**src/logic/ulfts_pkg.sv**
```systemverilog
// package: register map, field positions and trigger tables for the line/format control block
package ulfts_pkg;
	// register byte offsets (aligned words)
	localparam logic [7:0] OFS_DATA_LOW = 8'h00;
	localparam logic [7:0] OFS_DATA_HIGH = 8'h04;
	localparam logic [7:0] OFS_FIFO_SETUP = 8'h08;
	localparam logic [7:0] OFS_LINE_FORMAT = 8'h0C;
	localparam logic [7:0] OFS_MODEM_LINE = 8'h10;
	localparam logic [7:0] OFS_FEATURE_TUNING = 8'h14;
	localparam logic [7:0] OFS_ENH_FEATURE = 8'h18;
	localparam logic [7:0] OFS_RX_PROG_TRIG = 8'h1C;
	localparam logic [7:0] OFS_TX_PROG_TRIG = 8'h20;
	localparam logic [7:0] OFS_FIFO_LEVEL = 8'h24;
	localparam logic [7:0] OFS_STATUS = 8'h28;
	// field positions
	localparam int FS_ENABLE = 0;
	localparam int FS_TX_LO = 4;
	localparam int FS_RX_LO = 6;
	localparam int LF_STOP = 2;
	localparam int LF_PAR_EN = 3;
	localparam int LF_EVEN = 4;
	localparam int LF_FORCE = 5;
	localparam int LF_BREAK = 6;
	localparam int LF_DIV_SEL = 7;
	localparam int ML_DTR = 0;
	localparam int ML_RTS = 1;
	localparam int ML_FLOW_SEL = 2;
	localparam int FT_TABLE_LO = 6;
	localparam int EF_ENHANCED = 4;
	localparam int EF_AUTO_OUT = 6;
	// reset values
	localparam logic [7:0] RST_LINE_FORMAT = 8'h00;
	localparam logic [7:0] RST_MODEM_LINE = 8'h00;
	localparam logic [7:0] RST_FEATURE = 8'h00;
	localparam logic [7:0] RST_ENH = 8'h00;
	localparam logic [7:0] RST_PROG_TRIG = 8'h01;
	localparam logic [7:0] RST_DIVISOR = 8'h01;
	localparam logic [1:0] RST_TRIG_CODE = 2'h0;
	// stop length in half bit times
	localparam logic [2:0] STOP_HALVES_ONE = 3'h2;
	localparam logic [2:0] STOP_HALVES_ONE_HALF = 3'h3;
	localparam logic [2:0] STOP_HALVES_TWO = 3'h4;

	typedef enum logic [3:0]
	{
		ULFTS_TAB_A = 4'b0001,
		ULFTS_TAB_B = 4'b0010,
		ULFTS_TAB_C = 4'b0100,
		ULFTS_TAB_D = 4'b1000
	} ulfts_table_e;

	// framing word handed to shift registers
	typedef struct packed
	{
		logic [3:0] data_bits;
		logic [2:0] stop_halves;
		logic parity_en;
		logic parity_fixed;
		logic parity_value;
		logic parity_even;
		logic break_hold;
	} ulfts_frame_s;

	// levels in characters, 0..64
	typedef logic [6:0] ulfts_level_t;

	typedef struct packed
	{
		ulfts_level_t rx_level;
		ulfts_level_t tx_level;
	} ulfts_fifo_s;
endpackage : ulfts_pkg

```
**src/logic/ulfts_top.sv**
```systemverilog
// top: apb register file, framing, trigger thresholds and modem output drive
// How it works
// - receive threshold picked by fifo_setup bits 7:6; code 00 means one character in table A, eight in B and C.
// - both directions use one table; feature_tuning bits 7:6 decide it.
// - feature_tuning bits 7:6 pick table A, B, C or programmable D.
// - table A receive 1,4,8,14; transmit always 1.
// - tables B and C give their listed receive and transmit thresholds.
// - line_format bits 1:0 set word length five to eight bits.
// - bit 2 gives one, one and a half, or two stop bits.
// - bit 3 enables parity generation and checking.
// - bit 4 chooses odd when clear, even when set.
// - bit 5 forces parity to one or zero by bit 4.
// - bit 6 holds serial output low as break until cleared.
// - bit 7 redirects data addresses to the baud divisor latches.
// - modem bit 0 set drives the active-low dtr pin low.
// - modem bit 1 set drives the active-low rts pin low.
// - dtr joins auto flow control when auto enable and select one.
// - rts joins auto flow control when auto enable and select zero.
// - fifo_setup bits 5:4 pick transmit threshold; ready when level below it.
// - fifo_setup fields change only when enable bit written one too.
// - trigger fields writable only after enhanced enable bit 4 set.
// - modem bit 2 picks rts/cts pair at zero, dtr/dsr at one.
`timescale 1ns/1ns
module ulfts_top
	import ulfts_pkg::*;
(
	// clock, reset, enable
	input wire logic pclk,
	input wire logic presetn,
	input wire logic clk_en,
	// apb slave
	input wire logic psel,
	input wire logic penable,
	input wire logic pwrite,
	input wire logic [7:0] paddr,
	input wire logic [31:0] pwdata,
	output logic [31:0] prdata,
	output logic pready,
	output logic pslverr,
	// fifo levels from the data path
	input wire ulfts_fifo_s fifo_levels,
	// remote side flow request, from the pins
	input wire logic flow_stop_async,
	// data path controls
	output ulfts_frame_s frame_cfg,
	output logic [15:0] baud_divisor,
	output logic data_reg_sel,
	output logic data_access,
	output logic fifo_enable,
	output logic rx_ready_level,
	output logic tx_ready_level,
	// serial and modem pins
	input wire logic tx_serial_in,
	output logic tx_serial_out,
	output logic dtr_n,
	output logic rts_n
);
	logic [7:0] line_format_r;
	logic [7:0] modem_line_control_r;
	logic [7:0] feature_tuning_r;
	logic [7:0] enhanced_feature_enable_r;
	logic [7:0] rx_prog_r;
	logic [7:0] tx_prog_r;
	logic [7:0] baud_divisor_low_r;
	logic [7:0] baud_divisor_high_r;
	logic fifo_on_r;
	logic [1:0] rx_code_r;
	logic [1:0] tx_code_r;
	ulfts_table_e table_r;
	ulfts_table_e table_nxt;
	ulfts_level_t rx_thr;
	ulfts_level_t tx_thr;
	logic [2:0] flow_sync_r;
	logic flow_stop_r;
	logic wr_acc;
	logic rd_acc;
	logic addr_ok;
	logic [7:0] rd_byte;
	logic auto_out;
	logic flow_assert_n;

	assign wr_acc = psel && penable && pwrite && clk_en;
	assign rd_acc = psel && penable && !pwrite && clk_en;

	always_comb
	begin
		case (paddr)
			OFS_DATA_LOW, OFS_DATA_HIGH, OFS_FIFO_SETUP, OFS_LINE_FORMAT,
			OFS_MODEM_LINE, OFS_FEATURE_TUNING, OFS_ENH_FEATURE,
			OFS_RX_PROG_TRIG, OFS_TX_PROG_TRIG, OFS_FIFO_LEVEL, OFS_STATUS:
				addr_ok = 1'b1;
			default:
				addr_ok = 1'b0;
		endcase
	end

	// table code from feature_tuning bits 7:6
	always_comb
	begin
		case (feature_tuning_r[FT_TABLE_LO +: 2])
			2'h0: table_nxt = ULFTS_TAB_A;
			2'h1: table_nxt = ULFTS_TAB_B;
			2'h2: table_nxt = ULFTS_TAB_C;
			default: table_nxt = ULFTS_TAB_D;
		endcase
	end

	// line format register
	always_ff @(posedge pclk or negedge presetn)
	begin
		if (!presetn)
			line_format_r <= RST_LINE_FORMAT;
		else if (wr_acc && paddr == OFS_LINE_FORMAT)
			line_format_r <= pwdata[7:0];
	end

	// modem, feature and enhanced registers
	always_ff @(posedge pclk or negedge presetn)
	begin
		if (!presetn)
		begin
			modem_line_control_r <= RST_MODEM_LINE;
			feature_tuning_r <= RST_FEATURE;
			enhanced_feature_enable_r <= RST_ENH;
			rx_prog_r <= RST_PROG_TRIG;
			tx_prog_r <= RST_PROG_TRIG;
		end
		else if (wr_acc)
		begin
			case (paddr)
				OFS_MODEM_LINE: modem_line_control_r <= pwdata[7:0];
				OFS_FEATURE_TUNING: feature_tuning_r <= pwdata[7:0];
				OFS_ENH_FEATURE: enhanced_feature_enable_r <= pwdata[7:0];
				OFS_RX_PROG_TRIG: rx_prog_r <= pwdata[7:0];
				OFS_TX_PROG_TRIG: tx_prog_r <= pwdata[7:0];
				default: ;
			endcase
		end
	end

	// divisor latches reached only through redirected data addresses
	always_ff @(posedge pclk or negedge presetn)
	begin
		if (!presetn)
		begin
			baud_divisor_low_r <= RST_DIVISOR;
			baud_divisor_high_r <= 8'h00;
		end
		else if (wr_acc && line_format_r[LF_DIV_SEL])
		begin
			if (paddr == OFS_DATA_LOW)
				baud_divisor_low_r <= pwdata[7:0];
			else if (paddr == OFS_DATA_HIGH)
				baud_divisor_high_r <= pwdata[7:0];
		end
	end

	// fifo_setup is write-only; fields latch only with enable bit set
	always_ff @(posedge pclk or negedge presetn)
	begin
		if (!presetn)
		begin
			fifo_on_r <= 1'b0;
			rx_code_r <= RST_TRIG_CODE;
			tx_code_r <= RST_TRIG_CODE;
		end
		else if (wr_acc && paddr == OFS_FIFO_SETUP)
		begin
			fifo_on_r <= pwdata[FS_ENABLE];
			// a write with enable clear programs nothing else
			if (pwdata[FS_ENABLE] && enhanced_feature_enable_r[EF_ENHANCED])
			begin
				rx_code_r <= pwdata[FS_RX_LO +: 2];
				tx_code_r <= pwdata[FS_TX_LO +: 2];
			end
		end
	end

	// one table for both sides; follows feature_tuning bits 7:6 on each enabled edge
	always_ff @(posedge pclk or negedge presetn)
	begin
		if (!presetn)
			table_r <= ULFTS_TAB_A;
		else if (clk_en)
			table_r <= table_nxt;
	end

	ulfts_trigger_table u_table
	(
		.table_sel(table_r),
		.rx_code(rx_code_r),
		.tx_code(tx_code_r),
		.rx_prog(rx_prog_r),
		.tx_prog(tx_prog_r),
		.rx_thr(rx_thr),
		.tx_thr(tx_thr)
	);

	// thresholds compared against live levels; fifo data never touched
	always_ff @(posedge pclk or negedge presetn)
	begin
		if (!presetn)
		begin
			rx_ready_level <= 1'b0;
			tx_ready_level <= 1'b0;
		end
		else if (clk_en)
		begin
			rx_ready_level <= fifo_on_r && (fifo_levels.rx_level >= rx_thr);
			tx_ready_level <= fifo_on_r && (fifo_levels.tx_level < tx_thr);
		end
	end

	// framing decode for the shift registers
	always_ff @(posedge pclk or negedge presetn)
	begin
		if (!presetn)
			frame_cfg <= '0;
		else if (clk_en)
		begin
			frame_cfg.data_bits <= 4'h5 + {2'h0, line_format_r[1:0]};
			if (!line_format_r[LF_STOP])
				frame_cfg.stop_halves <= STOP_HALVES_ONE;
			else if (line_format_r[1:0] == 2'h0)
				frame_cfg.stop_halves <= STOP_HALVES_ONE_HALF;
			else
				frame_cfg.stop_halves <= STOP_HALVES_TWO;
			frame_cfg.parity_en <= line_format_r[LF_PAR_EN];
			frame_cfg.parity_even <= line_format_r[LF_EVEN];
			frame_cfg.parity_fixed <= line_format_r[LF_PAR_EN] && line_format_r[LF_FORCE];
			frame_cfg.parity_value <= !line_format_r[LF_EVEN];
			frame_cfg.break_hold <= line_format_r[LF_BREAK];
		end
	end

	// break overrides the transmitter bit; held low until cleared
	always_ff @(posedge pclk or negedge presetn)
	begin
		if (!presetn)
			tx_serial_out <= 1'b1;
		else if (clk_en)
			tx_serial_out <= line_format_r[LF_BREAK] ? 1'b0 : tx_serial_in;
	end

	// data register steering
	always_ff @(posedge pclk or negedge presetn)
	begin
		if (!presetn)
		begin
			baud_divisor <= {8'h00, RST_DIVISOR};
			data_reg_sel <= 1'b0;
			data_access <= 1'b0;
			fifo_enable <= 1'b0;
		end
		else if (clk_en)
		begin
			baud_divisor <= {baud_divisor_high_r, baud_divisor_low_r};
			data_reg_sel <= line_format_r[LF_DIV_SEL];
			// pulse to data path only when data registers are selected
			data_access <= psel && penable && !line_format_r[LF_DIV_SEL] &&
				(paddr == OFS_DATA_LOW || paddr == OFS_DATA_HIGH);
			fifo_enable <= fifo_on_r;
		end
	end

	// flow stop from pins: three stages, change taken when last two agree
	always_ff @(posedge pclk or negedge presetn)
	begin
		if (!presetn)
		begin
			flow_sync_r <= 3'h0;
			flow_stop_r <= 1'b0;
		end
		else if (clk_en)
		begin
			flow_sync_r <= {flow_sync_r[1:0], flow_stop_async};
			if (flow_sync_r[2] == flow_sync_r[1])
				flow_stop_r <= flow_sync_r[2];
		end
	end

	assign auto_out = enhanced_feature_enable_r[EF_AUTO_OUT];
	// auto flow: pin released high when remote asks to stop or manual bit clear
	assign flow_assert_n = flow_stop_r;

	always_ff @(posedge pclk or negedge presetn)
	begin
		if (!presetn)
		begin
			dtr_n <= 1'b1;
			rts_n <= 1'b1;
		end
		else if (clk_en)
		begin
			if (auto_out && modem_line_control_r[ML_FLOW_SEL])
				dtr_n <= !modem_line_control_r[ML_DTR] || flow_assert_n;
			else
				dtr_n <= !modem_line_control_r[ML_DTR];
			if (auto_out && !modem_line_control_r[ML_FLOW_SEL])
				rts_n <= !modem_line_control_r[ML_RTS] || flow_assert_n;
			else
				rts_n <= !modem_line_control_r[ML_RTS];
		end
	end

	always_comb
	begin
		case (paddr)
			OFS_DATA_LOW: rd_byte = line_format_r[LF_DIV_SEL] ? baud_divisor_low_r : 8'h00;
			OFS_DATA_HIGH: rd_byte = line_format_r[LF_DIV_SEL] ? baud_divisor_high_r : 8'h00;
			OFS_LINE_FORMAT: rd_byte = line_format_r;
			OFS_MODEM_LINE: rd_byte = modem_line_control_r;
			OFS_FEATURE_TUNING: rd_byte = feature_tuning_r;
			OFS_ENH_FEATURE: rd_byte = enhanced_feature_enable_r;
			OFS_RX_PROG_TRIG: rd_byte = rx_prog_r;
			OFS_TX_PROG_TRIG: rd_byte = tx_prog_r;
			OFS_FIFO_LEVEL: rd_byte = {1'b0, rx_thr};
			OFS_STATUS: rd_byte = {fifo_on_r, tx_ready_level, rx_ready_level, 1'b0, table_r};
			default: rd_byte = 8'h00;
		endcase
	end

	// no wait state: ready and read data set on the setup cycle's following edge
	always_ff @(posedge pclk or negedge presetn)
	begin
		if (!presetn)
		begin
			pready <= 1'b0;
			pslverr <= 1'b0;
			prdata <= 32'h0000_0000;
		end
		else if (clk_en)
		begin
			pready <= psel && !penable;
			pslverr <= psel && !penable && !addr_ok;
			if (psel && !penable && !pwrite)
				prdata <= {24'h00_0000, rd_byte};
			else if (rd_acc && pready)
				prdata <= 32'h0000_0000;
		end
	end
endmodule : ulfts_top

```
**src/logic/ulfts_trigger_table.sv**
```systemverilog
// trigger-table lookup: table code and field codes to thresholds
`timescale 1ns/1ns
module ulfts_trigger_table
	import ulfts_pkg::*;
(
	// selection
	input wire ulfts_table_e table_sel,
	input wire logic [1:0] rx_code,
	input wire logic [1:0] tx_code,
	// programmable levels for table D
	input wire logic [7:0] rx_prog,
	input wire logic [7:0] tx_prog,
	// thresholds
	output ulfts_level_t rx_thr,
	output ulfts_level_t tx_thr
);
	always_comb
	begin
		rx_thr = 7'h01;
		tx_thr = 7'h01;
		case (table_sel)
			ULFTS_TAB_A:
			begin
				case (rx_code)
					2'h0: rx_thr = 7'h01;
					2'h1: rx_thr = 7'h04;
					2'h2: rx_thr = 7'h08;
					default: rx_thr = 7'h0E;
				endcase
				tx_thr = 7'h01;
			end
			ULFTS_TAB_B:
			begin
				case (rx_code)
					2'h0: rx_thr = 7'h08;
					2'h1: rx_thr = 7'h10;
					2'h2: rx_thr = 7'h18;
					default: rx_thr = 7'h1C;
				endcase
				case (tx_code)
					2'h0: tx_thr = 7'h10;
					2'h1: tx_thr = 7'h08;
					2'h2: tx_thr = 7'h18;
					default: tx_thr = 7'h1E;
				endcase
			end
			ULFTS_TAB_C:
			begin
				case (rx_code)
					2'h0: rx_thr = 7'h08;
					2'h1: rx_thr = 7'h10;
					2'h2: rx_thr = 7'h38;
					default: rx_thr = 7'h3C;
				endcase
				case (tx_code)
					2'h0: tx_thr = 7'h08;
					2'h1: tx_thr = 7'h10;
					2'h2: tx_thr = 7'h20;
					default: tx_thr = 7'h38;
				endcase
			end
			ULFTS_TAB_D:
			begin
				// field codes ignored, levels come from software
				rx_thr = rx_prog[6:0];
				tx_thr = tx_prog[6:0];
			end
			default:
			begin
				rx_thr = 7'h01;
				tx_thr = 7'h01;
			end
		endcase
	end
endmodule : ulfts_trigger_table

```
**config.mk**
```make
export PLATFORM = sky130hd
export DESIGN_NAME = ulfts_top
export DESIGN_NICKNAME = d
export VERILOG_FILES = /design/src/logic/ulfts_pkg.sv /design/src/logic/ulfts_top.sv /design/src/logic/ulfts_trigger_table.sv
export SDC_FILE = /design/constraint.sdc
export NUM_CORES = 1
export LEC_CHECK = 0
export BUFFER_PORTS_ARGS = -buffer_cell sky130_fd_sc_hd__buf_2
export CAP_MARGIN = 20
export CORE_ASPECT_RATIO = 1.1
export CORE_MARGIN = 2
export CORE_UTILIZATION = 45
export CTS_BUF_LIST = sky130_fd_sc_hd__clkbuf_8
export DETAILED_ROUTE_END_ITERATION = 12
export GPL_TIMING_DRIVEN = 0
export PLACE_DENSITY = 0.65
export SYNTH_ARGS = -nofsm -noshare
export SYNTH_HDL_FRONTEND = slang
export SYNTH_SLANG_ARGS = --single-unit
export TNS_END_PERCENT = 10
```
**constraint.sdc**
```tcl
create_clock -name pclk -period 6.1 [get_ports pclk]
set_clock_uncertainty 0.1 [all_clocks]
set_input_delay 1.22 -clock pclk [delete_from_list [all_inputs] [get_ports pclk]]
set_output_delay 1.22 -clock pclk [all_outputs]
set_load 0.01 [all_outputs]
```
==> results.md <==
* DR WL/cell at 21.6 um
* Std cell rows at 46
* CP endpoint: modem_line_control_r[4]
* Post CTS Setup Buffer Count at 0
* Vias in the first global route at 5047
* Die Ht at 131 um
* CP endpoint kind: flop
* Commonest non-fill, non-tap cell in the layout: dfrtp_1
* Top delay family on crit path: simple AND/OR/NAND/NOR gates
* Seq/Total Area, Yosys at 46.5%
* Clock slew at reported path FFs at 0.07 ns
* Worst Setup SP: paddr[3]
* Port buffer count at 78
* Total gr overflow at 0
* DRT Pass-1 Iters at 5
* Fin area at 7790 um2
* First-pass GRT wire length at 30.2 mm
* Placed cell area at ~7400 um2
* Most frequent cells in the layout: dfrtp_1 (115), buf_2 (88), mux2_2 (80)
* Ys async rst share at 100%
* Hold Buf Count CTS at 0
* Final WL at 19.5 mm
* Core ar. at roughly 14000 um2
* Vias post-DR at 5014
* Max cap viols at 0
* Largest net degree at the start of global routing at 99
* WP data required at 6.34 ns
* Final TNS setup at 0 ns
* Worst EP arrival at ~3.2 ns
* Initial Util at 46.0%
* Hpwl dp at 14.4 mm
* Cells on worst reg2reg path at 9
* Post-synthesis register bit count at 123
* Most used DFF post-synth: dfrtp_1
* CTS resizes at 0
* Die area at 15700 um2
* Peak Freq at between 300 and 400 MHz
* Run status: completed
* Leakage at 0.00381 uW
* Die width at 120 um
* Hold Vio Cnt, Final at 0
* Final WS setup at 3.12 ns
* # diodes at 0
* CTS Root Cell: clkbuf_8
* Actual slew at the worst max-slew pin at between 1 and 1.5 ns
* Crit Reg-Reg Endpoint: tx_ready_level
* Post-DRT Antenna Nets at 0
* Type of the worst setup path: in2reg
* Synth Instances at a little under 600
* Clock Latency Late Sink at approximately 0.46 ns
* DRC at 0
* Worst path depth at 6
* CP max FO at 10
* Number of synthesized flops with an enable pin at 0
* Pwr dens at 221 nW/um2
* Crit path launch type: input pin
* Final setup vio count at 0
* Tightest Hold Check Type: reg2reg
* Library cells used by synthesis at 65
* Final GP Congestion at 0.927
* Clock Path Buffers at 2
* P&R area growth vs syn at 17.4%
* Max incr delay on CP at 0.79 ns
* Final net count at 782
* Max-Slew Margin vs Limit at between 20% and 30%
* Post-synthesis cell area at 6640 um2
* Crit-path slowest cell: nor4_4
* FF-to-FF Start: table_r[3]
* Total GRT Usage at approximately a quarter
* Layout cells sized above 1 at 36.9%
* Worst-path cell chain: buf_2 -> buf_6 -> nor4_4 -> nand2_4 -> nor2_4 -> mux2_2
* CTS Sinks at approximately 120
* Synthesized area per cell at 11.5 um2
* TritonCTS clock tree: built
* Part of the cycle the worst path needs at 48.8%
* Worst vdd ir at 109 uV
* Yosys warns at 0
* Starting DRT DRC Count at roughly 350
* Ports at 132
* Max-slew violation count at 0
* R2R setup slack at 3.28 ns
* DP Worst Slack at 2.67 ns
* Initial antenna violation count at 0
* Fin crit period at 2.98 ns
* CTS Buf Count at 17
* RSZ-0062 raised after global routing: no
* H-tree levels at 4
* Crit path buf inv count at 2
* Via density at 5.54
[power breakdown]
part	internal (uW)	total (uW)	leakage [uW]	switching, uW
combinational	52.6	143	0.00194	90.6
sequential	827	836	0.00165	8.84
clock	409	747	0.000216	338
[cell usage after synthesis (5+ instances only)]
master    count  share of area (%)
nor3_1        5               0.38
clkbuf_1     12               0.68
o21ai_0      32                2.4
mux2i_1      13                2.0
a22oi_1       6               0.68
nand3_1      15                1.1
and3_1        7               0.66
buf_2        11               0.83
ha_1         20                3.8
nand2b_1      8               0.75
nand3b_1      8               0.90
nor2_1       25                1.4
mux2_2       80                 14
nor2b_1      13                1.2
buf_4        27                3.1
dfrtp_1     115                 43
mux2_1       10                1.7
dfstp_2       8                3.2
a21oi_1      16                1.2
nand2_1      33                1.9
a32oi_1       8                1.1
inv_1        20                1.1
mux2_4        8                1.8
[state kept, by name (all words and copies together) (netlist names), 8 cells and up]
signal / cells
frame_cfg: 12
prdata: 8
baud_divisor_low_r: 8
enhanced_feature_enable_r: 8
line_format_r: 8
modem_line_control_r: 8
rx_prog_r: 8
tx_prog_r: 8
baud_divisor: 16
feature_tuning_r: 8
baud_divisor_high_r: 8
[area by class of cell]
| type | instances | area (um2) |
|---|---|---|
| Inverter | 20 | 75.1 |
| Multi-Input combinational cell | 408 | 3250 |
| Tap cell | 192 | 240 |
| Buffer | 51 | 314 |
| Sequential cell | 123 | 3090 |
| Fill cell | 1311 | 6650 |
| Clock inverter | 14 | 155 |
| Clock buffer | 18 | 248 |
| Timing Repair Buffer | 79 | 424 |
[stage by stage]
step	instances	power [uW]	hold slack, ns	utilization [%]
floorplan	602	926	0.310	-
CTS	905	1740	0.390	53.9
finish	905	1730	0.383	53.9
global placement	872	989	0.358	50.9
detailed placement	873	995	0.377	51.2
global route	905	1800	0.405	53.9
[layer usage]
metal  share of wire, %  GRT usage [%]  up-vias  wire, um
met5                  0              0        -         0
met4                1.9           8.17        0       376
met3                5.1           5.60       27       993
met2                 49           42.3      161      9520
met1                 44           34.4     2536      8640
li1                   -              -     2290         -
[logic make-up (layout without fill, tap and decap cells)]
group                    Yosys count  in the layout  synth area share, %
flip-flops                       123            123                 46.5
buffers and inverters             71            182                 5.86
adder cells (fa/ha/maj)           20             20                 3.77
multiplexers                     112            112                 19.4
AO/OA/AOI/OAI                     95             95                 9.50
XOR/XNOR                           1              1                0.132
other                              1             24               0.0565
AND/OR/NAND/NOR                  156            156                 14.8
[worst register-to-register path, stage by stage (launching register included)]
cell	delay, ns
dfrtp_1	0.39
clkbuf_1	0.38
inv_1	0.16
nor2_1	0.15
a21oi_1	0.09
or3_1	0.31
ha_1	0.19
or4_1	0.51
o21ai_0	0.27
a41o_1	0.21
[how the worst min path moves through the flow]
stage	startpoint	end	cells after the start
floorplan	modem_line_control_r[1]	rts_n	1
global placement	tx_serial_out	tx_serial_out	2
detailed placement	frame_cfg[6]	frame_cfg[6]	1
CTS	modem_line_control_r[0]	dtr_n	1
global route	modem_line_control_r[0]	dtr_n	1
finish	tx_serial_out	tx_serial_out	2
No activity file was read; power rests on OpenSTA's default activity.
